===== src/verilog/chan_state_pkg.sv =====
// Behaviour
// - Enabled channel event sets its pending bit.
// - Vector acknowledge clears that channel's pending bit.
// - Polled software clears pending by register write.
// - Mask bit zero masks, one unmasks.
// - Masked enabled channel still sets pending.
// - Masked channel never drives interrupt request.
// - Masking a requester drops its request at once; here the registered request output falls one cycle after the mask write.
// - Unmasked pending channel serviced by fixed priority.
// - Mask registers readable anytime without side effects.
// - Acknowledge sets in-service only when select set.
// - In-service clears on completion, select clear, write.
// - Ones mean pending/in-service; all reset to zero.
// - Register A layout: inputs 7,6, timers, serial.
// - Register B layout: inputs 5,4, timers C,D, 3-0.
// - End-of-interrupt options act only when vectoring.
// - Automatic and software end-of-interrupt modes offered.
// - Select one enables in-service, zero forces low.
// - In-service channel blocks lower priority requests.
// - Writing ones leaves in-service bits unchanged.
// - Four-bit channel code sets priority and vector.
`default_nettype none
package chan_state_pkg;
   // Channel count and code width; the code is the vector's low nibble.
   localparam int unsigned NUM_CH      = 16;
   localparam int unsigned CODE_W      = 4;
   // Bus geometry.
   localparam int unsigned ADDR_W      = 8;
   localparam int unsigned DATA_W      = 32;
   localparam int unsigned IDX_W       = 6;
   // Register indexes; the byte address is four times the index.
   localparam logic [IDX_W-1:0] PEND_A_IDX = 6'h0b;
   localparam logic [IDX_W-1:0] PEND_B_IDX = 6'h0d;
   localparam logic [IDX_W-1:0] SERV_A_IDX = 6'h0f;
   localparam logic [IDX_W-1:0] SERV_B_IDX = 6'h11;
   localparam logic [IDX_W-1:0] MASK_A_IDX = 6'h13;
   localparam logic [IDX_W-1:0] MASK_B_IDX = 6'h15;
   localparam logic [IDX_W-1:0] VECT_IDX   = 6'h17;
   // Values after reset.
   localparam logic [NUM_CH-1:0] CH_RESET  = 16'h0000;
   localparam logic [7:0]        VEC_RESET = 8'h00;
   // Vector control fields: upper vector nibble and in-service select.
   localparam int unsigned       VEC_S_BIT = 3;
   localparam logic [7:0]        VEC_WMASK = 8'hf8;
endpackage
`default_nettype wire


===== src/verilog/prio_if.sv =====
`timescale 1ns/1ns
`default_nettype none
// Carries the request vector to the priority picker and the winner back.
interface prio_if #(
   parameter int unsigned N = 16
);
   logic [N-1:0]         req;   // One bit per requesting channel.
   logic                 any;   // Some channel is requesting.
   logic [$clog2(N)-1:0] code;  // Code of the highest requester.
   modport enc  (input req, output any, output code);
   modport user (output req, input any, input code);
endinterface
`default_nettype wire


===== src/verilog/level_sync.sv =====
`timescale 1ns/1ns
`default_nettype none
// Two-stage synchroniser for a level arriving from a pin.
module level_sync #(
   parameter logic RESET_VAL = 1'b1
) (
   input  wire logic pclk,
   input  wire logic presetn,
   input  wire logic async_in,
   output logic      sync_out
);
   logic meta_q;  // First stage, read only by the second stage.

   // The second stage is the only reader of the first one.
   always_ff @(posedge pclk or negedge presetn) begin
      if (!presetn) begin
         meta_q   <= RESET_VAL;
         sync_out <= RESET_VAL;
      end else begin
         meta_q   <= async_in;
         sync_out <= meta_q;
      end
   end
endmodule
`default_nettype wire


===== src/verilog/prio_pick.sv =====
`timescale 1ns/1ns
`default_nettype none
// Picks the highest-coded requesting channel.
module prio_pick (
   prio_if.enc bus
);
   // Scanning upward lets the highest code overwrite lower ones.
   always_comb begin
      bus.any  = 1'b0;
      bus.code = '0;
      for (int i = 0; i < $bits(bus.req); i++) begin
         if (bus.req[i]) begin
            bus.any  = 1'b1;
            bus.code = ($bits(bus.code))'(i);
         end
      end
   end
endmodule
`default_nettype wire


===== src/verilog/interrupt_channel_state.sv =====
// Added by the designer: the APB interface to the registers.
`timescale 1ns/1ns
`default_nettype none
// Pending, mask and in-service state for sixteen prioritised channels.
module interrupt_channel_state (
   input  wire logic                                 pclk,
   input  wire logic                                 presetn,
   input  wire logic                                 psel,
   input  wire logic                                 penable,
   input  wire logic                                 pwrite,
   input  wire logic [chan_state_pkg::ADDR_W-1:0]    paddr,
   input  wire logic [chan_state_pkg::DATA_W-1:0]    pwdata,
   input  wire logic [3:0]                           pstrb,
   output logic      [chan_state_pkg::DATA_W-1:0]    prdata,
   output logic                                      pready,
   output logic                                      pslverr,
   input  wire logic [chan_state_pkg::NUM_CH-1:0]    event_in,
   input  wire logic [chan_state_pkg::NUM_CH-1:0]    channel_enable_in,
   input  wire logic                                 acknowledge_strobe_in_n,
   output logic                                      interrupt_request,
   output logic      [7:0]                           vector_out,
   output logic                                      vector_valid
);
   import chan_state_pkg::*;

   // Channel state; bit n belongs to the channel with code n.
   logic [NUM_CH-1:0] pend_q;     // Pending bits.
   logic [NUM_CH-1:0] pend_d;     // Next pending bits.
   logic [NUM_CH-1:0] mask_q;     // Mask bits, one lets a channel request.
   logic [NUM_CH-1:0] serv_q;     // In-service bits.
   logic [NUM_CH-1:0] serv_d;     // Next in-service bits.
   logic [7:0]        vec_q;      // Vector nibble and in-service select.
   logic [NUM_CH-1:0] ev_en;      // Events on enabled channels.
   logic [NUM_CH-1:0] req;        // Channels now requesting service.
   logic [NUM_CH-1:0] pend_wclr;  // Pending bits cleared by software.
   logic [NUM_CH-1:0] serv_wclr;  // In-service bits cleared by software.
   logic [NUM_CH-1:0] ack_bit;    // One-hot of the acknowledged channel.
   logic [7:0]        rd_byte;    // Read data before its register.
   logic              rd_hit;     // Address names a register.
   logic              sel_soft;   // Software end-of-interrupt selected.
   logic              acc_cyc;    // Access phase still waiting.
   logic              wr_fire;    // Write completes at this edge.
   logic              ack_sync_n; // Synchronised acknowledge strobe.
   logic              ack_prev_q; // Acknowledge level one cycle ago.
   logic              ack_take;   // Start of an acknowledge cycle.
   logic              resp;       // A vector is returned this cycle.

   // Winner selection lives in its own module.
   prio_if #(.N(NUM_CH)) pick_if ();

   prio_pick u_pick (
      .bus (pick_if.enc)
   );

   // The acknowledge pin belongs to the processor, so it is synchronised.
   level_sync #(
      .RESET_VAL (1'b1)
   ) u_ack_sync (
      .pclk     (pclk),
      .presetn  (presetn),
      .async_in (acknowledge_strobe_in_n),
      .sync_out (ack_sync_n)
   );

   // Address decode, shared by read and write paths.
   function automatic logic addr_hit(input logic [ADDR_W-1:0] a,
                                     input logic [IDX_W-1:0]  idx);
      addr_hit = (a[1:0] == 2'b00) && (a[ADDR_W-1:2] == idx);
   endfunction

   // Events only count on enabled channels.
   // enabled event capture.
   assign ev_en    = event_in & channel_enable_in;
   assign sel_soft = vec_q[VEC_S_BIT];

   // The request vector is built per channel.
   genvar g;
   generate
      for (g = 0; g < NUM_CH; g++) begin : g_req
         // A one mask bit lets a pending channel through; any in-service
         // bit at this code or above holds it back.
         // mask polarity here.
         assign req[g] = pend_q[g] & mask_q[g] & ~(|serv_q[NUM_CH-1:g]);
      end
   endgenerate

   assign pick_if.req = req;

   // An acknowledge starts when the synchronised strobe falls.
   assign ack_take = ~ack_sync_n & ~ack_prev_q;
   // Without a requesting channel the device stays silent.
   // priority picks pending.
   assign resp     = ack_take & pick_if.any;
   assign ack_bit  = {{(NUM_CH-1){1'b0}}, 1'b1} << pick_if.code;

   // The APB access phase waits one cycle so read data come from a flop.
   assign acc_cyc = psel & penable & ~pready;
   assign wr_fire = psel & penable & pready & pwrite & rd_hit & pstrb[0];

   // Software clears: a zero written clears, a one leaves the bit alone.
   always_comb begin
      pend_wclr = '0;
      serv_wclr = '0;
      if (wr_fire) begin
         if (addr_hit(paddr, PEND_A_IDX)) begin
            pend_wclr[15:8] = ~pwdata[7:0];
         end
         if (addr_hit(paddr, PEND_B_IDX)) begin
            pend_wclr[7:0] = ~pwdata[7:0];
         end
         if (addr_hit(paddr, SERV_A_IDX)) begin
            serv_wclr[15:8] = ~pwdata[7:0];
         end
         if (addr_hit(paddr, SERV_B_IDX)) begin
            serv_wclr[7:0] = ~pwdata[7:0];
         end
      end
   end

   // Next pending state; a new event wins over any clear in the same cycle.
   // Disabling a channel drops its pending bit, in-service is untouched.
   always_comb begin
      pend_d = pend_q & ~pend_wclr;
      if (resp) begin
         pend_d = pend_d & ~ack_bit;
      end
      pend_d = (pend_d & channel_enable_in) | ev_en;
   end

   // Next in-service state. Polled systems never acknowledge, so the
   // select bit then changes nothing here or in the request gating.
   // only acknowledge sets.
   always_comb begin
      if (!sel_soft) begin
         serv_d = '0;
      end else begin
         serv_d = serv_q & ~serv_wclr;
         if (resp) begin
            serv_d = serv_d | ack_bit;
         end
      end
   end

   // Pending register pair.
   // reset to zero.
   always_ff @(posedge pclk or negedge presetn) begin
      if (!presetn) begin
         pend_q <= CH_RESET;
      end else begin
         pend_q <= pend_d;
      end
   end

   // In-service register pair.
   always_ff @(posedge pclk or negedge presetn) begin
      if (!presetn) begin
         serv_q <= CH_RESET;
      end else begin
         serv_q <= serv_d;
      end
   end

   // Mask registers and vector control take plain writes.
   always_ff @(posedge pclk or negedge presetn) begin
      if (!presetn) begin
         mask_q <= CH_RESET;
         vec_q  <= VEC_RESET;
      end else if (wr_fire) begin
         if (addr_hit(paddr, MASK_A_IDX)) begin
            mask_q[15:8] <= pwdata[7:0];
         end
         if (addr_hit(paddr, MASK_B_IDX)) begin
            mask_q[7:0] <= pwdata[7:0];
         end
         // Unused low bits are never stored, so they read as zero.
         if (addr_hit(paddr, VECT_IDX)) begin
            vec_q <= pwdata[7:0] & VEC_WMASK;
         end
      end
   end

   // Read multiplexer. Register A carries codes 15 to 8, so its bit 7 is
   // general input 7 and bit 0 timer B; register B carries codes 7 to 0.
   // register A layout.
   always_comb begin
      rd_hit  = 1'b1;
      rd_byte = 8'h00;
      if (addr_hit(paddr, PEND_A_IDX)) begin
         rd_byte = pend_q[15:8];
      end else if (addr_hit(paddr, PEND_B_IDX)) begin
         rd_byte = pend_q[7:0];
      end else if (addr_hit(paddr, SERV_A_IDX)) begin
         rd_byte = serv_q[15:8];
      end else if (addr_hit(paddr, SERV_B_IDX)) begin
         rd_byte = serv_q[7:0];
      end else if (addr_hit(paddr, MASK_A_IDX)) begin
         rd_byte = mask_q[15:8];
      end else if (addr_hit(paddr, MASK_B_IDX)) begin
         rd_byte = mask_q[7:0];
      end else if (addr_hit(paddr, VECT_IDX)) begin
         rd_byte = vec_q;
      end else begin
         // Unmapped addresses answer with an error and zero data.
         rd_hit = 1'b0;
      end
   end

   // APB answer: pready rises one cycle into the access phase and falls
   // with the completing edge; reads never change any state.
   always_ff @(posedge pclk or negedge presetn) begin
      if (!presetn) begin
         pready  <= 1'b0;
         pslverr <= 1'b0;
         prdata  <= '0;
      end else begin
         pready  <= acc_cyc;
         pslverr <= acc_cyc & ~rd_hit;
         if (acc_cyc && !pwrite) begin
            prdata <= {{(DATA_W-8){1'b0}}, rd_byte};
         end
      end
   end

   // Acknowledge edge memory.
   always_ff @(posedge pclk or negedge presetn) begin
      if (!presetn) begin
         ack_prev_q <= 1'b0;
      end else begin
         ack_prev_q <= ~ack_sync_n;
      end
   end

   // Vector answer: a one-cycle strobe with the vector beside it.
   always_ff @(posedge pclk or negedge presetn) begin
      if (!presetn) begin
         vector_valid <= 1'b0;
         vector_out   <= 8'h00;
      end else begin
         vector_valid <= resp;
         if (resp) begin
            vector_out <= {vec_q[7:4], pick_if.code};
         end
      end
   end

   // Request output. Being registered, it trails a mask write by one
   // cycle, which is the price of a glitch-free output.
   // masked channels excluded.
   always_ff @(posedge pclk or negedge presetn) begin
      if (!presetn) begin
         interrupt_request <= 1'b0;
      end else begin
         interrupt_request <= |req;
      end
   end
endmodule
`default_nettype wire


===== config.mk =====
export PLATFORM = sky130hd
export DESIGN_NAME = interrupt_channel_state
export DESIGN_NICKNAME = d
export VERILOG_FILES = /design/src/verilog/chan_state_pkg.sv /design/src/verilog/prio_if.sv /design/src/verilog/level_sync.sv /design/src/verilog/prio_pick.sv /design/src/verilog/interrupt_channel_state.sv
export SDC_FILE = /design/constraint.sdc
export NUM_CORES = 1
export LEC_CHECK = 0
export BUFFER_PORTS_ARGS = -buffer_cell sky130_fd_sc_hd__buf_4
export CORE_AREA = 8 8 96 98
export CTS_CLUSTER_SIZE = 10
export DETAILED_ROUTE_END_ITERATION = 8
export DIE_AREA = 0 0 104 106
export PLACE_DENSITY_LB_ADDON = 0.2
export SLEW_MARGIN = 40
export SYNTH_ARGS = -nofsm -noshare
export SYNTH_HDL_FRONTEND = slang
export SYNTH_HIERARCHICAL = 1
export SYNTH_SLANG_ARGS = --single-unit

===== constraint.sdc =====
create_clock -name pclk -period 10.14 [get_ports pclk]
set_input_delay 2.028 -clock pclk [delete_from_list [all_inputs] [get_ports pclk]]
set_output_delay 2.028 -clock pclk [all_outputs]
set_load 0.01 [all_outputs]

-- Word-level counts from Yosys, hierarchy flattened
Index checks and enable logic that the tools add are counted.
- flip-flop bits (word level): 76
- input bits: 82
- logic and storage cells: 177
- eq/ne operators: 7
- shifts and indexed selects: 1
- mux-type cells: 54
- bitwise operators: 72
- reductions and logical operators: 29
- operators with widths (operator ; number):
    $mux 8 ; 11
    $and 16x16->16 ; 5
    $mux 16 ; 5
    $not 16->16 ; 3
    $and 1x1->1 ; 41
    $mux 4 ; 8
    $or 16x16->16 ; 2
    $reduce_or 16->1 ; 2
    $eq 6x5->1 const B ; 4
    $mux 1 ; 24
    $not 1->1 ; 20
    $eq 6x4->1 const B ; 3
    $shl 1x4->16 const A ; 1
    $reduce_or 15->1 ; 1
    $reduce_or 14->1 ; 1
    $reduce_or 13->1 ; 1
    $mux 3 ; 4
    $reduce_or 12->1 ; 1
    $reduce_or 11->1 ; 1
    $reduce_or 10->1 ; 1
    $reduce_or 9->1 ; 1
    $logic_and 1x1->1 ; 8
    $not 8->8 ; 1
    $reduce_or 8->1 ; 1
    10 further kinds ; 13

-- Depth between registers and ports, before layout
- depth in word-level cells: 24
- mapped depth: 12
- mapped depth without buffers: 12

-- By module
Netlist, hierarchy kept.
- modules (own cells, without submodules) (module ; times used ; cells an instance ; area each (um^2) ; sequential area each (um^2)):
    interrupt_channel_state ; 1 ; 417 ; 4011.3 ; 1851.8
    prio_pick ; 1 ; 29 ; 161.4 ; 0.0
    level_sync ; 1 ; 2 ; 52.6 ; 52.6

-- Worst setup path after synthesis
OpenSTA, ideal clock, no wires.
- path type: input to register
- start point: input paddr[1] (netlist bit)
- end point: register vec_q[3]
- data arrival time: 3.988 ns
- data required time: 10.015 ns
- path slack: 6.027 ns
- stages: 7
- buffers on the path: 3
- cells stage by stage: or3b_1 buf_6 or4b_4 buf_6 or4_4 buf_6 mux2_4
- cells in the longest elaborated chain, start to end: 12
- elaborated cells between the ends (all ways): 18
- those cells by class: 7 x mux; 2 x bitwise; 9 x reduce/logical
- RTL lines (item ; line ; RTL):
    start: declaration ; interrupt_channel_state.sv:11 ; input wire logic [chan_state_pkg::ADDR_W-1:0] paddr,
    $logic_not 2->1 (*) ; interrupt_channel_state.sv:68 ; addr_hit = (a[1:0] == 2'b00) && (a[ADDR_W-1:2] == idx);
    $logic_and 1x1->1 ; interrupt_channel_state.sv:68 ;
    $mux 1 ; interrupt_channel_state.sv:200 ; end else if (addr_hit(paddr, VECT_IDX)) begin
    $mux 1 ; interrupt_channel_state.sv:198 ; end else if (addr_hit(paddr, MASK_B_IDX)) begin
    $mux 1 ; interrupt_channel_state.sv:196 ; end else if (addr_hit(paddr, MASK_A_IDX)) begin
    $mux 1 ; interrupt_channel_state.sv:194 ; end else if (addr_hit(paddr, SERV_B_IDX)) begin
    $mux 1 ; interrupt_channel_state.sv:192 ; end else if (addr_hit(paddr, SERV_A_IDX)) begin
    $mux 1 ; interrupt_channel_state.sv:190 ; end else if (addr_hit(paddr, PEND_B_IDX)) begin
    $mux 1 ; interrupt_channel_state.sv:188 ; if (addr_hit(paddr, PEND_A_IDX)) begin
    $and 1x1->1 (2 in series) ; interrupt_channel_state.sv:98 ; assign wr_fire = psel & penable & pready & pwrite & rd_hit & pstrb[0];
    $reduce_and 2->1 (no source line) (*) ; -- ;
    end signal: assignment ; interrupt_channel_state.sv:177 ; vec_q <= pwdata[7:0] & VEC_WMASK;
    end: declaration ; interrupt_channel_state.sv:32 ; logic [7:0] vec_q;
Mark *: on every way between the ends. The rest lies on a longest branch, timed or not.
A chain may end at the register's enable or synchronous reset.

-- Final worst setup path
- start point: register serv_q[11]
- end point: register pend_q[7]
- elaborated cells between the ends (all ways): 74
- those cells by class: 1 x shift; 32 x mux; 29 x bitwise; 12 x reduce/logical
- RTL lines (item ; line ; RTL):
    start: declaration ; interrupt_channel_state.sv:30 ; logic [NUM_CH-1:0] serv_q;
    start signal: assignment ; interrupt_channel_state.sv:159 ; serv_q <= serv_d;
    $reduce_or 15->1 ; interrupt_channel_state.sv:83 ; assign req[g] = pend_q[g] & mask_q[g] & ~(|serv_q[NUM_CH-1:g]);
    $not 1->1 ; interrupt_channel_state.sv:83 ;
    $and 1x1->1 ; interrupt_channel_state.sv:83 ;
    net pick_if.req[1] ; prio_if.sv:7 ; logic [N-1:0] req;
    $mux 1 (15 in series) ; prio_pick.sv:12 ; if (bus.req[i]) begin
    net pick_if.any ; prio_if.sv:8 ; logic any;
    $and 1x1->1 ; interrupt_channel_state.sv:93 ; assign resp = ack_take & pick_if.any;
    $mux 16 ; interrupt_channel_state.sv:124 ; if (resp) begin
    $and 16x16->16 ; interrupt_channel_state.sv:127 ; pend_d = (pend_d & channel_enable_in) | ev_en;
    $or 16x16->16 ; interrupt_channel_state.sv:127 ;
    net pend_d[7] ; interrupt_channel_state.sv:28 ; logic [NUM_CH-1:0] pend_d;
    end signal: assignment ; interrupt_channel_state.sv:150 ; pend_q <= pend_d;
    end: declaration ; interrupt_channel_state.sv:27 ; logic [NUM_CH-1:0] pend_q;
The timed path passes the listed nets, and every way through them passes these cells.

==> reports/metrics.yaml <==
clocking:
  cts_setup_buffers: 0
  insertion_delay_ns: 0.35
  tritoncts: "done"
  clkTransAtPathRegs_ns: 0.08
  clock_sinks: 76
  cts-buffers-inserted: 9
  cts_root_buf: "sky130_fd_sc_hd__clkbuf_8"
  cts_resizes: 0
  post_cts_hold_buffers: 0
  clock_tree.htree_level_count: 3
  cts_max_path_buffers: 2
power:
  p_int_mw: 0.477
  swShare_pct: 24.7
  peakVddDrop_uv: 89.4
  p_comb_share_pct: 9.0
  static-leakage-power_nw: 2.33
  seqPwrFrac_pct: 50.8
  power_switching_mw: 0.156
  clk_pwr_share_pct: 40.2
  powerDensity_nw_per_um2: 127
final_layout:
  final_nets: 598
  drive_above_1_share_pct: 25.0
  antennaDiodeCount: 0
  area_delta_synth_final_pct: 17.6
  final_cell_count_without_fillers: 626
synthesis:
  synth_flop_cell: "sky130_fd_sc_hd__dfrtp_1"
  synth_edf_count: 0
  yosys.cell_types.count: 53
  postSynthAreaPerCell_sq_um: 9.43
  seq_area_frac_synth_pct: 45.1
  number_of_synthesized_register_bits: 76
  synth-async-reset-ratio_pct: 100
  synthesis.area_sq_um: 4230
  number_of_instances_in_the_synthesized_netlist: 448
  ys.warnings.count: 6
timing:
  final-max-slew-violation-count: 0
  timing.final.setup_violations: 0
  timing_worst_slew_pin_value_ns: 0.854
  hold_violations: 0
  period_share_pct: 40.7
  worst_case_headroom_to_the_max_slew_limit_pct: 42.7
  tns_ns: 0
  maxClockFrequency_mhz: 242
  min_period_ns: 4.13
  finClkSkew_ns: 0.0131
  grt_setup_unrepaired: "no"
critical_path:
  startpoint_types: "flip-flop"
  cpPeakStageDelay_ns: 0.61
  critPathKind: "flip-flop to flip-flop"
  critPathMaxFanout: 12
  crit_arrival_ns: 4.36
  critical-path-slowest-cell: "sky130_fd_sc_hd__or3b_2"
  required_ns: 10.37
  critPathCaptureType: "flip-flop"
  crit_path_frequent_cell: "sky130_fd_sc_hd__nor4_1"
  path_cells: "nor4_1, nand3_1, or3_1, nor4_1, nor4_1, nand4_1, or3b_2, nor3b_1, nand3_1, o2111ai_1, nand2_1"
floorplan:
  top_level_ports: 126
  floorplan.rows: 33
  dieArea_sq_um: 11000
  die_h_um: 106
  area_inside_the_core_boundary_sq_um: 7850
  floorplan.die.width_um: 104
  floorplan.initialDensity_pct: 53.9
global_route:
  grt.overflow.total: 0
  grt_pass1_vias: 3731
  globalRouteTotalUtil_pct: 22.4
  grt_pass1_wl_mm: 19.7
  grt_start_max_net_pins: 77
  initial_antenna_violation_count: 0
placement:
  detailed_place_hpwl_mm: 9.10
  numPlacedInstances: 610
  gp_congestion: 0.880
  portBuffers: 74
drt:
  avgViaCountPerCell: 5.97
  drt-met1-wl_mm: 5.44
  postRouteAntennaNets: 0
  wl_mm: 12.4
  remaining_drc_errors: 0
  detailedRoute.firstPassIterationCount: 5
  vias: 3740
  top_layer_used: "met4"
  wl_met2_mm: 5.71
  wl_per_cell_um: 19.8
  drt_iter0_markers: 255
  met3WireLength_mm: 1.00
flow_run:
  cap_viol_max_count: 0
hold_path:
  hp-class: "flip-flop to flip-flop"
status:
  status: "finished, final reports clean"
placed cells by master (no fill, tap or decap), types with 3 or more instances in the layout:
cell and count:
sky130_fd_sc_hd__clkbuf_8 9, sky130_fd_sc_hd__buf_4 74, sky130_fd_sc_hd__or3_2 4, sky130_fd_sc_hd__nand3_1 11, sky130_fd_sc_hd__nor2_1 33, sky130_fd_sc_hd__o211ai_1 8, sky130_fd_sc_hd__mux2_4 5, sky130_fd_sc_hd__a221o_1 3
sky130_fd_sc_hd__a21oi_1 9, sky130_fd_sc_hd__a21boi_0 17, sky130_fd_sc_hd__nor4_1 11, sky130_fd_sc_hd__nand2_1 87, sky130_fd_sc_hd__mux2i_1 6, sky130_fd_sc_hd__a32oi_1 3, sky130_fd_sc_hd__o21ai_0 26, sky130_fd_sc_hd__o2111ai_1 16
sky130_fd_sc_hd__or3_1 10, sky130_fd_sc_hd__nand2b_1 4, sky130_fd_sc_hd__nand3b_1 5, sky130_fd_sc_hd__mux2_2 17, sky130_fd_sc_hd__nor3_1 6, sky130_fd_sc_hd__nor2b_1 4, sky130_fd_sc_hd__dfrtp_1 74, sky130_fd_sc_hd__conb_1 24
sky130_fd_sc_hd__and3_1 3, sky130_fd_sc_hd__inv_1 5
logic make-up after synthesis:
| group | count (synthesis) | share of synthesized area, % |
|---|---|---|
| compound gates | 96 | 15.9 |
| buf+inv | 48 | 6.99 |
| flops | 76 | 45.1 |
| mux | 30 | 8.79 |
| other cells | 1 | 0.0888 |
| simple gates | 197 | 23.1 |
worst paths after layout:
kind	startpoint	endpoint	slack, ns	depth (start not counted)
max	serv_q[11]$_DFF_PN0_	pend_q[7]$_DFF_PN0_	6.01	11
min reg2reg	u_ack_sync/meta_q$_DFF_PN1_	u_ack_sync/sync_out$_DFF_PN1_	0.36	0
max reg2reg	serv_q[11]$_DFF_PN0_	pend_q[7]$_DFF_PN0_	6.01	11
min in group asynchronous	presetn	vector_valid$_DFF_PN0_	1.70	1
min	u_ack_sync/meta_q$_DFF_PN1_	u_ack_sync/sync_out$_DFF_PN1_	0.36	0
max in group asynchronous	presetn	mask_q[12]$_DFFE_PN0P_	7.95	1
power groups by stage:
stage          combinational (mW)  sequential (mW)  clock (mW)
3_3_place_gp               0.0558            0.327           0
2_1_floorplan              0.0296            0.325           0
4_1_cts                    0.0574            0.321       0.258
5_1_grt                    0.0639            0.322       0.270
6_report                   0.0573            0.321       0.254
3_5_place_dp               0.0572            0.327           0
synthesized netlist by cell type (all sizes together) (11+ instances only):
cell,n,share of area (%)
nand2,87,7.7
dfrtp,74,44
nor2,33,2.9
buf,29,5.3
o21ai,26,3.1
mux2,22,6.3
a21boi,17,3.0
o2111ai,16,3.3
or3,14,2.2
nor4,13,2.3
clkbuf,12,1.1
nand3,11,1.3
flip-flops by register name, indices dropped and copies added, names as in the netlist:
| register | cells |
|---|---|
| ack_prev_q | 1 |
| interrupt_request | 1 |
| mask_q | 16 |
| pend_q | 16 |
| prdata | 8 |
| pready | 1 |
| pslverr | 1 |
| serv_q | 16 |
| u_ack_sync/meta_q | 1 |
| u_ack_sync/sync_out | 1 |
| vec_q | 5 |
| vector_out | 8 |
| vector_valid | 1 |
per-layer routing:
layer | track usage [%] | vias up
met2 | 34.6 | 180
met1 | 29.0 | 1820
li1 | - | 1719
met4 | 8.07 | 0
met3 | 7.08 | 21
met5 | 0 | -
worst max-delay path, delay by kind of cell, from the launching register on:
family           cells  cell delay [ns]
AND/OR/NAND/NOR     10             3.42
flip-flops           1             0.45
AO/OA/AOI/OAI        1             0.15
per-stage QoR:
step / cell area, sq um / hold slack [ns] / util (%) / worst slack (ns) / power (mW)
2_1_floorplan: 4310 / 0.345 / - / 6.03 / 0.354
3_3_place_gp: 4740 / 0.351 / 60.4 / 5.74 / 0.383
3_5_place_dp: 4750 / 0.348 / 60.5 / 5.69 / 0.384
4_1_cts: 4960 / 0.363 / 63.3 / 5.80 / 0.636
5_1_grt: 4970 / 0.366 / 63.3 / 5.72 / 0.656
6_report: 4970 / 0.361 / 63.3 / 6.01 / 0.633
area by class of cell:
class	count	area [sq um]
Clock inverter	6	88.8
Multi-Input combinational cell	347	2120
Clock buffer	10	128
Timing Repair Buffer	75	567
Sequential cell	76	1900
Tap cell	105	131
Fill cell	695	2880
Inverter	7	26.3
(Power assumes the default switching activity.)
